==> src/hw/cbs_pkg.sv <==
// Shared constants and carrier types for the bus snoop and hold control.
package cbs_pkg;

  localparam int unsigned CLK_PERIOD_NS   = 8;
  localparam int unsigned DIRTY_HIT_N_DELAY      = 2;
  localparam int unsigned ADDR_FLOAT_REQ_FIRST     = 2;
  localparam int unsigned HOLD_GRANT_FIRST      = 1;
  localparam int unsigned BACKOFF_N_FIRST      = 2;
  localparam int unsigned NMI_LOW_MIN     = 4;
  localparam int unsigned FLUSH_ACK_COUNT = 2;
  localparam logic [2:0]  NMI_CNT_RST     = 3'h0;
  localparam logic [1:0]  AGE_RST         = 2'h0;

  typedef enum logic [3:0] {
    CBS_IDLE   = 4'h1,
    CBS_LOOKUP = 4'h2,
    CBS_DIRTY  = 4'h4,
    CBS_FLUSH  = 4'h8
  } cbs_snoop_t;

  // One cycle seen from the core: what kind and whether it is locked.
  typedef struct packed {
    logic active;
    logic last;
    logic locked;
    logic read;
    logic multi;
    logic cacheable;
  } cbs_cycle_t;

  // Answers from the on-chip cache tag store.
  typedef struct packed {
    logic hit;
    logic dirty;
    logic flush_done;
    logic wb_done;
  } cbs_tag_t;

  typedef struct packed {
    cbs_snoop_t snoop;
    logic [1:0] addr_float_req_age;
    logic [1:0] backoff_n_age;
    logic       hold_grant_age;
    logic       block_next;
    logic       copyback;
    logic       tristate;
    logic       hold_grant;
    logic       dirty_hit_n;
    logic       dirty_oe_n;
    logic       snoop_take;
    logic       snoop_kill;
    logic       fill;
    logic       store;
    logic       ken_prev;
    logic       flush_prev;
    logic [1:0] flush_acks;
    logic       flush_special;
    logic       nmi_seen;
    logic [2:0] nmi_low;
    logic       irq_ack;
    logic       fp_freeze;
    logic       fp_fault_n;
    logic       page_nocache;
    logic       parity_fail_n;
    logic       multi_cycle_n;
    logic       addr_float;
    logic       writeback_drive;
  } cbs_state_t;

endpackage

==> src/hw/cbs_core.sv <==
// Snoop, hold, flush and pin qualification logic of the bus unit.
`timescale 1ns/10ps

////////////////////////////////////////////////////////////////////////////////
module cbs_core
  import cbs_pkg::*;
(
  input  wire logic        clk,
  input  wire logic        rstn,
  input  wire logic        snoop_addr_strobe_n,
  input  wire logic        snoop_kill_in,
  input  wire logic        addr_float_req,
  input  wire logic        hold_req,
  input  wire logic        backoff_n,
  input  wire logic        flush_n,
  input  wire logic        copyback_select,
  input  wire logic        cacheable_n,
  input  wire logic        burst_ack_n,
  input  wire logic        ready_n,
  input  wire logic        cycle_strobe_n,
  input  wire logic        maskable_irq,
  input  wire logic        irq_flag,
  input  wire logic        nmi,
  input  wire logic        fp_fault_bypass_n,
  input  wire logic        native_fp_error_bit,
  input  wire logic        fp_error,
  input  wire logic        fp_noncontrol,
  input  wire logic        paging_on,
  input  wire logic        page_attr,
  input  wire logic        cache_off_bit,
  input  wire logic        parity_bad,
  input  wire cbs_cycle_t  cyc,
  input  wire cbs_tag_t    tag,
  output logic             hold_grant,
  output logic             dirty_hit_n,
  output logic             dirty_hit_oe_n,
  output logic             snoop_take,
  output logic             snoop_kill,
  output logic             line_fill,
  output logic             line_store,
  output logic             flush_special,
  output logic             irq_ack_run,
  output logic             nmi_event,
  output logic             fp_freeze,
  output logic             fp_fault_n,
  output logic             fp_fault_oe_n,
  output logic             page_nocache,
  output logic             parity_fail_n,
  output logic             multi_cycle_n,
  output logic             addr_float,
  output logic             writeback_drive,
  output logic             tristate_test,
  output logic             copyback_mode
);

  //////////////////////////////////////////////////////////////////////////////
  // Reset release and pin synchronisers. The trade-off is two clocks of
  // latency on each synchronised pin; the snoop timing below is counted after that.

  logic [1:0]  rst_sync;
  logic        rst_s;
  logic [11:0] sync_a;
  logic [11:0] sync_b;
  logic        p_snoop_addr_strobe_n_n, p_kill, p_addr_float_req, p_hold, p_backoff_n_n, p_flush_n;
  logic        p_wb, p_ken_n, p_burst_ack_n_n, p_rdy_n, p_irq, p_nmi, p_byp_n;

  always_ff @(posedge clk or negedge rstn) begin
    if (!rstn) begin
      rst_sync <= 2'h0;
    end else begin
      rst_sync <= {rst_sync[0], 1'b1};
    end
  end
  assign rst_s = rst_sync[1];

  // No reset here: the straps must reach the core while reset is held,
  // so these stages keep following the pins during reset.
  always_ff @(posedge clk) begin
    sync_a <= {snoop_addr_strobe_n, snoop_kill_in, addr_float_req, hold_req,
               backoff_n, flush_n, copyback_select, cacheable_n,
               burst_ack_n, ready_n, maskable_irq, nmi};
    sync_b <= sync_a;
  end
  assign {p_snoop_addr_strobe_n_n, p_kill, p_addr_float_req, p_hold, p_backoff_n_n, p_flush_n, p_wb,
          p_ken_n, p_burst_ack_n_n, p_rdy_n, p_irq, p_nmi} = sync_b;

  logic [1:0] byp_sync;
  always_ff @(posedge clk or negedge rstn) begin
    if (!rstn) begin
      byp_sync <= 2'h3;
    end else begin
      byp_sync <= {byp_sync[0], fp_fault_bypass_n};
    end
  end
  assign p_byp_n = byp_sync[1];

  //////////////////////////////////////////////////////////////////////////////
  // Next state.

  cbs_state_t s;
  cbs_state_t next_s;
  logic       nmi_prev;
  logic       in_reset;
  logic       addr_float_req_ok, backoff_n_ok, hold_grant_ok, window, strobe;
  logic       done_last;

  always_comb begin
    next_s    = s;
    in_reset  = ~rst_s;
    done_last = ~p_burst_ack_n_n & cyc.last;
    next_s.snoop_take    = 1'b0;
    next_s.flush_special = 1'b0;
    next_s.fill          = 1'b0;
    next_s.store         = 1'b0;
    next_s.ken_prev      = ~p_ken_n;
    next_s.flush_prev    = p_flush_n;

    // Age counters give the first sample clock per trigger.
    next_s.addr_float_req_age = p_addr_float_req ? ((s.addr_float_req_age == 2'h3) ? s.addr_float_req_age
                       : s.addr_float_req_age + 2'h1) : AGE_RST;
    next_s.backoff_n_age  = ~p_backoff_n_n ? ((s.backoff_n_age == 2'h3) ? s.backoff_n_age
                       : s.backoff_n_age + 2'h1) : AGE_RST;
    next_s.hold_grant_age  = s.hold_grant;
    addr_float_req_ok = p_addr_float_req && (s.addr_float_req_age >= 2'(ADDR_FLOAT_REQ_FIRST - 1));
    backoff_n_ok  = ~p_backoff_n_n && (s.backoff_n_age >= 2'(BACKOFF_N_FIRST - 1));
    hold_grant_ok  = s.hold_grant && (s.hold_grant_age || (HOLD_GRANT_FIRST == 0));
    window   = addr_float_req_ok || backoff_n_ok || hold_grant_ok;
    strobe   = ~p_snoop_addr_strobe_n_n && window && s.dirty_hit_n && !s.block_next
               && (s.snoop == CBS_IDLE);
    next_s.block_next = strobe || ~cycle_strobe_n;

    case (s.snoop)
      CBS_IDLE: begin
        if (strobe) begin
          next_s.snoop_take = 1'b1;
          next_s.snoop_kill = p_kill & s.copyback;
          next_s.snoop      = CBS_LOOKUP;
        end else if (!s.flush_prev && p_flush_n && !in_reset) begin
          next_s.snoop = CBS_FLUSH;
        end
      end
      CBS_LOOKUP: begin
        // Lookup answers one clock after the take, so the low edge lands
        // two clocks after the strobe.
        if (tag.hit && tag.dirty && s.copyback) begin
          next_s.dirty_hit_n     = 1'b0;
          next_s.writeback_drive = 1'b1;
          next_s.snoop           = CBS_DIRTY;
        end else begin
          next_s.snoop = CBS_IDLE;
        end
      end
      CBS_DIRTY: begin
        if (done_last) begin
          next_s.dirty_hit_n     = 1'b1;
          next_s.writeback_drive = 1'b0;
          next_s.snoop           = CBS_IDLE;
        end
      end
      CBS_FLUSH: begin
        if (tag.flush_done) begin
          if (s.copyback && s.flush_acks != 2'(FLUSH_ACK_COUNT)) begin
            next_s.flush_special = 1'b1;
            next_s.flush_acks    = s.flush_acks + 2'h1;
          end else begin
            next_s.flush_acks = 2'h0;
            next_s.snoop      = CBS_IDLE;
          end
        end
      end
      default: next_s.snoop = CBS_IDLE;
    endcase

    // Hold is granted between cycles and never inside a locked run.
    if (s.hold_grant) begin
      next_s.hold_grant = p_hold;
    end else begin
      next_s.hold_grant = p_hold && !cyc.active && !cyc.locked;
    end
    next_s.addr_float = (p_addr_float_req || ~p_backoff_n_n || next_s.hold_grant)
                        && !next_s.writeback_drive;

    // Line fill qualification, never on a locked read.
    if (cyc.cacheable && !cyc.locked && s.ken_prev
        && (~p_burst_ack_n_n || ~p_rdy_n) && !cyc.multi) begin
      next_s.fill = 1'b1;
    end
    if (cyc.cacheable && !cyc.locked && s.ken_prev && done_last) begin
      next_s.store = 1'b1;
    end

    next_s.irq_ack  = p_irq && irq_flag;
    nmi_prev        = s.nmi_seen;
    next_s.nmi_seen = p_nmi && !nmi_prev && (s.nmi_low == 3'(NMI_LOW_MIN));
    next_s.nmi_low  = p_nmi ? NMI_CNT_RST : ((s.nmi_low == 3'(NMI_LOW_MIN))
                      ? s.nmi_low : s.nmi_low + 3'h1);

    next_s.fp_freeze  = fp_error && fp_noncontrol
                        && (native_fp_error_bit || p_byp_n);
    next_s.fp_fault_n = ~fp_error;
    next_s.page_nocache = (cycle_strobe_n) ? s.page_nocache
                          : (paging_on && page_attr && !cache_off_bit);
    next_s.parity_fail_n = !(cyc.read && ~p_rdy_n && parity_bad);
    next_s.multi_cycle_n = s.copyback ? 1'b1
                           : !(cyc.multi && !cyc.last);

    // Straps are caught while reset is still held.
    if (in_reset) begin
      next_s.copyback    = p_wb;
      next_s.tristate    = ~p_flush_n;
      next_s.dirty_hit_n = 1'b1;
      next_s.dirty_oe_n  = ~p_wb | ~p_flush_n;
      next_s.snoop       = CBS_IDLE;
    end
  end

  //////////////////////////////////////////////////////////////////////////////
  // State register.

  always_ff @(posedge clk or negedge rstn) begin
    if (!rstn) begin
      s <= '{snoop: CBS_IDLE, dirty_hit_n: 1'b1, dirty_oe_n: 1'b1,
             ken_prev: 1'b0, flush_prev: 1'b1, fp_fault_n: 1'b1,
             parity_fail_n: 1'b1, multi_cycle_n: 1'b1, addr_float_req_age: AGE_RST,
             backoff_n_age: AGE_RST, nmi_low: NMI_CNT_RST, flush_acks: 2'h0,
             default: 1'b0};
    end else begin
      s <= next_s;
    end
  end

  assign hold_grant      = s.hold_grant;
  assign dirty_hit_n     = s.dirty_hit_n;
  assign dirty_hit_oe_n  = s.dirty_oe_n;
  assign snoop_take      = s.snoop_take;
  assign snoop_kill      = s.snoop_kill;
  assign line_fill       = s.fill;
  assign line_store      = s.store;
  assign flush_special   = s.flush_special;
  assign irq_ack_run     = s.irq_ack;
  assign nmi_event       = s.nmi_seen;
  assign fp_freeze       = s.fp_freeze;
  assign fp_fault_n      = s.fp_fault_n;
  assign fp_fault_oe_n   = s.tristate;
  assign page_nocache    = s.page_nocache;
  assign parity_fail_n   = s.parity_fail_n;
  assign multi_cycle_n   = s.multi_cycle_n;
  assign addr_float      = s.addr_float;
  assign writeback_drive = s.writeback_drive;
  assign tristate_test   = s.tristate;
  assign copyback_mode   = s.copyback;

endmodule

==> config.mk <==
export PLATFORM = sky130hd
export DESIGN_NAME = cbs_core
export DESIGN_NICKNAME = d
export VERILOG_FILES = /design/src/hw/cbs_pkg.sv /design/src/hw/cbs_core.sv
export SDC_FILE = /design/constraint.sdc
export NUM_CORES = 1
export LEC_CHECK = 0
export BUFFER_PORTS_ARGS = -buffer_cell sky130_fd_sc_hd__buf_2
export CORE_UTILIZATION = 45
export DETAILED_ROUTE_END_ITERATION = 10
export GPL_ROUTABILITY_DRIVEN = 0
export HOLD_SLACK_MARGIN = 0.06
export PLACE_DENSITY = 0.78
export SYNTH_ARGS = -nofsm -noshare
export SYNTH_HDL_FRONTEND = slang
export SYNTH_SLANG_ARGS = --single-unit
export TNS_END_PERCENT = 50
==> constraint.sdc <==
create_clock -name clk -period 1.3 [get_ports clk]
set_input_delay 0.13 -clock clk [delete_from_list [all_inputs] [get_ports clk]]
set_output_delay 0.13 -clock clk [all_outputs]
set_load 0.05 [all_outputs]
Word level (Yosys, flattened, before mapping)
Index checks and enable logic that the tools add are counted.
{"block": "word_totals", "word_cells": 150, "register_bits": 64, "in_bits": 34}
{"block": "op_classes", "order_cmp": 2, "eq_ne": 17, "reduce_logical": 52, "add_sub_neg": 4, "bitwise_logic": 12, "mux": 31}
{"cell": "$logic_and 1x1->1", "n": 30}
{"cell": "$mux 4", "n": 6}
{"cell": "$mux 2", "n": 8}
{"cell": "$pmux 4 s4", "n": 1}
{"cell": "$ne 3x3->1 const B", "n": 4}
{"cell": "$logic_not 1->1", "n": 11}
{"cell": "$mux 1", "n": 11}
{"cell": "$mux 3", "n": 3}
{"cell": "$not 1->1", "n": 9}
{"cell": "$ne 2x2->1 const B", "n": 4}
{"cell": "$logic_or 1x1->1", "n": 7}
{"cell": "$add 2x1->2 const B", "n": 3}
{"cell": "$eq 2x2->1 const B", "n": 2}
{"cell": "$eq 4x1->1 const B", "n": 1}
{"cell": "$eq 4x2->1 const B", "n": 1}
{"cell": "$eq 4x3->1 const B", "n": 1}
{"cell": "$eq 4x4->1 const B", "n": 1}
{"cell": "$ge 2x1->1 const B", "n": 2}
{"cell": "$ne 4x3->1 const B", "n": 1}
{"cell": "$pmux 1 s2", "n": 2}
{"cell": "$reduce_and 2->1", "n": 2}
{"cell": "$reduce_and 4->1", "n": 1}
{"cell": "$add 3x1->3 const B", "n": 1}
{"cell": "$eq 3x3->1 const B", "n": 1}
{"cell": "4 further kinds", "n": 5}

Longest topological paths before layout
{"block": "depth", "depth_word": 11, "mapped_depth": 6}

Least setup slack after synthesis
No wires, ideal clock.
{"block": "synth_path", "path_type": "reg2reg", "startpoint": "register s (netlist bit dirty_hit_n)", "endpoint": "register s[35] (netlist name)", "setup_ps": 123, "n_path_buf": 0, "required_time_ps": 1177, "stages_incl_launch_ff": 5, "arrival_time_ps": 1424, "setup_slack_ps": -247, "cell_sequence": "dfstp_2 -> nor3b_1 -> o21ai_1 -> and2_1 -> o221a_1"}
{"block": "synth_between", "elab_chain_cells": 6, "elab_cells_between_ends": 8, "cone_classes": "eq/ne: 1; mux: 3; reduce/logical: 4"}
{"element": "start: declaration", "line_no": "cbs_core.sv:100", "rtl": "cbs_state_t s;"}
{"element": "start signal: assignment", "line_no": "cbs_core.sv:222", "rtl": "s <= '{snoop: CBS_IDLE, dirty_hit_n: 1'b1, dirty_oe_n: 1'b1,"}
{"element": "start signal: assignment", "line_no": "cbs_core.sv:228", "rtl": "s <= next_s;"}
{"element": "$logic_and 1x1->1 * (2 in a row)", "line_no": "cbs_core.sv:128", "rtl": "strobe = ~p_snoop_addr_strobe_n_n && window && s.dirty_hit_n && !s.block_next"}
{"element": "$logic_and 1x1->1 *", "line_no": "cbs_core.sv:129", "rtl": "&& (s.snoop == CBS_IDLE);"}
{"element": "$mux 4", "line_no": "cbs_core.sv:134", "rtl": "if (strobe) begin"}
{"element": "$pmux 4 s4", "line_no": "cbs_core.sv:132", "rtl": "case (s.snoop)"}
{"element": "$mux 4", "line_no": "cbs_core.sv:208", "rtl": "if (in_reset) begin"}
Every way passes the cells marked *; elsewhere a longest branch is shown, timed or not.
A chain may end at the register's enable or synchronous reset.

Worst setup path in the final report
{"block": "layout_path", "startpoint": "register s[33] (netlist name)", "endpoint": "register s[35] (netlist name)"}
{"block": "layout_between", "elab_chain_cells": 5, "elab_cells_between_ends": 13, "cone_classes": "eq/ne: 8; mux: 3; reduce/logical: 2"}
{"element": "$eq 4x1->1", "line_no": "cbs_core.sv:129, cbs_core.sv:132"}
{"element": "$logic_and 1x1->1", "line_no": "cbs_core.sv:129"}
{"element": "$mux 4", "line_no": "cbs_core.sv:134"}
{"element": "$pmux 4 s4", "line_no": "cbs_core.sv:132"}
{"element": "$mux 4", "line_no": "cbs_core.sv:208"}
Several ways; a longest one is shown, not always the timed one.

==> out/summary.txt <==
final hold vios = 0
crit-path leading delay family = simple AND/OR/NAND/NOR gates
crit path kind = register to register
Top Ports = 54
1st-pass router iterations = 7
total CTS buffers = 9
final worst setup slack = -194 ps
Total Wirelength = 4030 um
Core ar. = 4440 um^2
Final Util = 70.3%
TritonCTS clock tree = done
CTS max path bufs = 2
RSZ-0062 raised after global routing = yes
CP arrival = 1710 ps
Worst Path Max Fanout = 4
number of global-route vias before repair = 1,558
Max Cap Viol = 0
number of synthesized flops with an enable pin = 0
final net count = 305
share of cells above drive strength 1 = 41.6%
Die Width = 70.7 um
ANT cells = 0
final period utilization = 115%
Final HPWL DP = 2460 um
post-synthesis async set-or-reset flop share = 62.5%
maximum vdd drop = 0.877 mV
critical path launch point type = register
setup TNS = -1040 ps
post-synthesis sequential area ratio = 70.3%
global-route wire length before repair = 6730 um
post-layout minimum cycle time = 1490 ps
synthesized area = 2120 um^2
clk_lat worst skew = 330 ps
antenna-violating nets left = 0
Slew Limit Fails = 0
Buffers on Ports = 52
Synth-to-Final Area Change = 47.2%
Clk pin slew, worst setup/hold paths = 60 ps
H-tree levels = 3
Post-synth top flop = dfrtp_1
clk_skew = 7.40 ps
Clock Tree Root = clkbuf_8
largest net degree at the start of global routing = 41
Seq cells post-synth = 64
P per Cell Area = 1580 nW/um^2
routed vias/inst = 4.73
initial drt markers = 106
Die ar. = 5000 um^2
Worst Path Buf+Inv = 0
height of the die = 70.7 um
most common cell after layout, fill and taps aside = buf_2
Syn. warnings = 0
Post-Synthesis Cells = 160
Worst Path Required = 1520 ps
CP max stage cell = or4b_4
Slowest Stage Delay on Critical Path = 560 ps
Initial Util = 47.8%
status = finished with violations
fillcell total = 295
most frequent cells in the layout = 50 x buf_2, 30 x dfrtp_1, 24 x dfxtp_1
GR Util All Layers = 18.6%
critical-path cell list = or4b_4 -> nor2b_4 -> nor2_1 -> o221a_1
residual overflow from global routing = 0
DR WL/cell = 12.6 um
synthesized net count = 201
f_max = 0.670 GHz
cell area after layout = 3130 um^2
Crit. End Element = register
syn avg cell area = 13.3 um^2
HP Class = input pin to register
Setup violations, final = 9
DRC viols = 8
placed cell areas = 2590 um^2
LEAKAGE = 1.53 nW
initial antenna violation count = 0
Vias = 1,517
Yosys cell types = 39
row cnt = 24
failing checks = design-rule violations, negative setup slack
CTS sink count = 64
-- final cells by class --
class / count / area, um^2 / share of cell area (%)
Tap cell: 52 / 65.1 / 2.08
Inverter: 12 / 45.0 / 1.44
Timing Repair Buffer: 95 / 681 / 21.8
Sequential cell: 64 / 1490 / 47.8
Clock inverter: 3 / 65.1 / 2.08
Multi-Input combinational cell: 82 / 627 / 20.1
Clock buffer: 13 / 149 / 4.76
-- per-layer routing --
metal	track usage [%]	vias to the layer above	wire (um)
li1	-	740	-
met4	14.7	0	168
met2	28.1	44	1980
met1	20.9	717	1680
met5	0	-	0
met3	7.41	16	206
-- report_power, final --
group / switching, mW / internal (mW)
clock: 0.688 / 1.13
combinational: 0.456 / 0.381
sequential: 0.0979 / 2.17
total: 1.24 / 3.68
-- worst reg2reg max path: stages (launching register included) --
cell and delay (ps):
dfrtp_1 410, or4b_4 560, nor2b_4 150, nor2_1 60, o221a_1 210
-- cell families (layout without fill, tap and decap cells) --
logic type / after synthesis / in the layout / share of synthesized area (%)
compound gates: 19 / 19 / 6.60
xor+xnor: 3 / 3 / 1.24
fa+ha+maj: 7 / 7 / 4.12
buf+inv: 14 / 123 / 2.65
flops: 64 / 64 / 70.3
mux: 5 / 5 / 2.53
other cells: 1 / 1 / 0.177
simple gates: 47 / 47 / 12.4
-- flip-flops by register name (all words and copies together) (netlist names), 2 cells and up --
name      cells
rst_sync      2
sync_b       12
sync_a       12
s            17
byp_sync      2
-- worst paths after layout --
path                                    from                       end  slack [ps]  depth (start not counted)
max                        s[33]$_DFFE_PN0P_         s[35]$_DFFE_PN0P_        -190                          4
min                                page_attr  page_nocache$_DFFE_PN0N_          80                          3
max reg2reg                s[33]$_DFFE_PN0P_         s[35]$_DFFE_PN0P_        -190                          4
min reg2reg                sync_a[9]$_DFF_P_         sync_b[9]$_DFF_P_         320                          0
max in group asynchronous               rstn         s[32]$_DFFE_PN1P_         740                          3
min in group asynchronous               rstn       fp_freeze$_DFF_PN0_         300                          3
-- timing repair --
item                                    CTS  global route
endpoints found under the setup margin   13            15
pin swaps                                 9             5
hold buffers                             23             0
resized for setup                         9            12
hold endpoints to repair                 61             0
buffers inserted                          2             2
-- per-stage QoR --
step	instances	setup WS [ps]	hold slack (ps)	power, mW
after CTS	320	-191	64.6	4.96
after detailed placement	279	-189	116	3.05
final	321	-194	80.4	4.93
after global placement	279	-148	118	3.02
after floorplan	160	-197	-166	2.75
after global routing	321	-260	88.5	5.17
-- cell usage after synthesis (3+ instances only) --
cell	n	area share [%]
dfrtp_1	31	37
dfxtp_1	24	23
nor2_1	15	2.7
inv_1	12	2.1
nand2_1	11	1.9
dfstp_2	9	11
ha_1	7	4.1
o21ai_0	6	1.4
and2_1	3	0.88
mux2_2	3	1.6
nand2b_1	3	0.88
nand3b_1	3	1.1
Power figures use the tool's default switching activity.
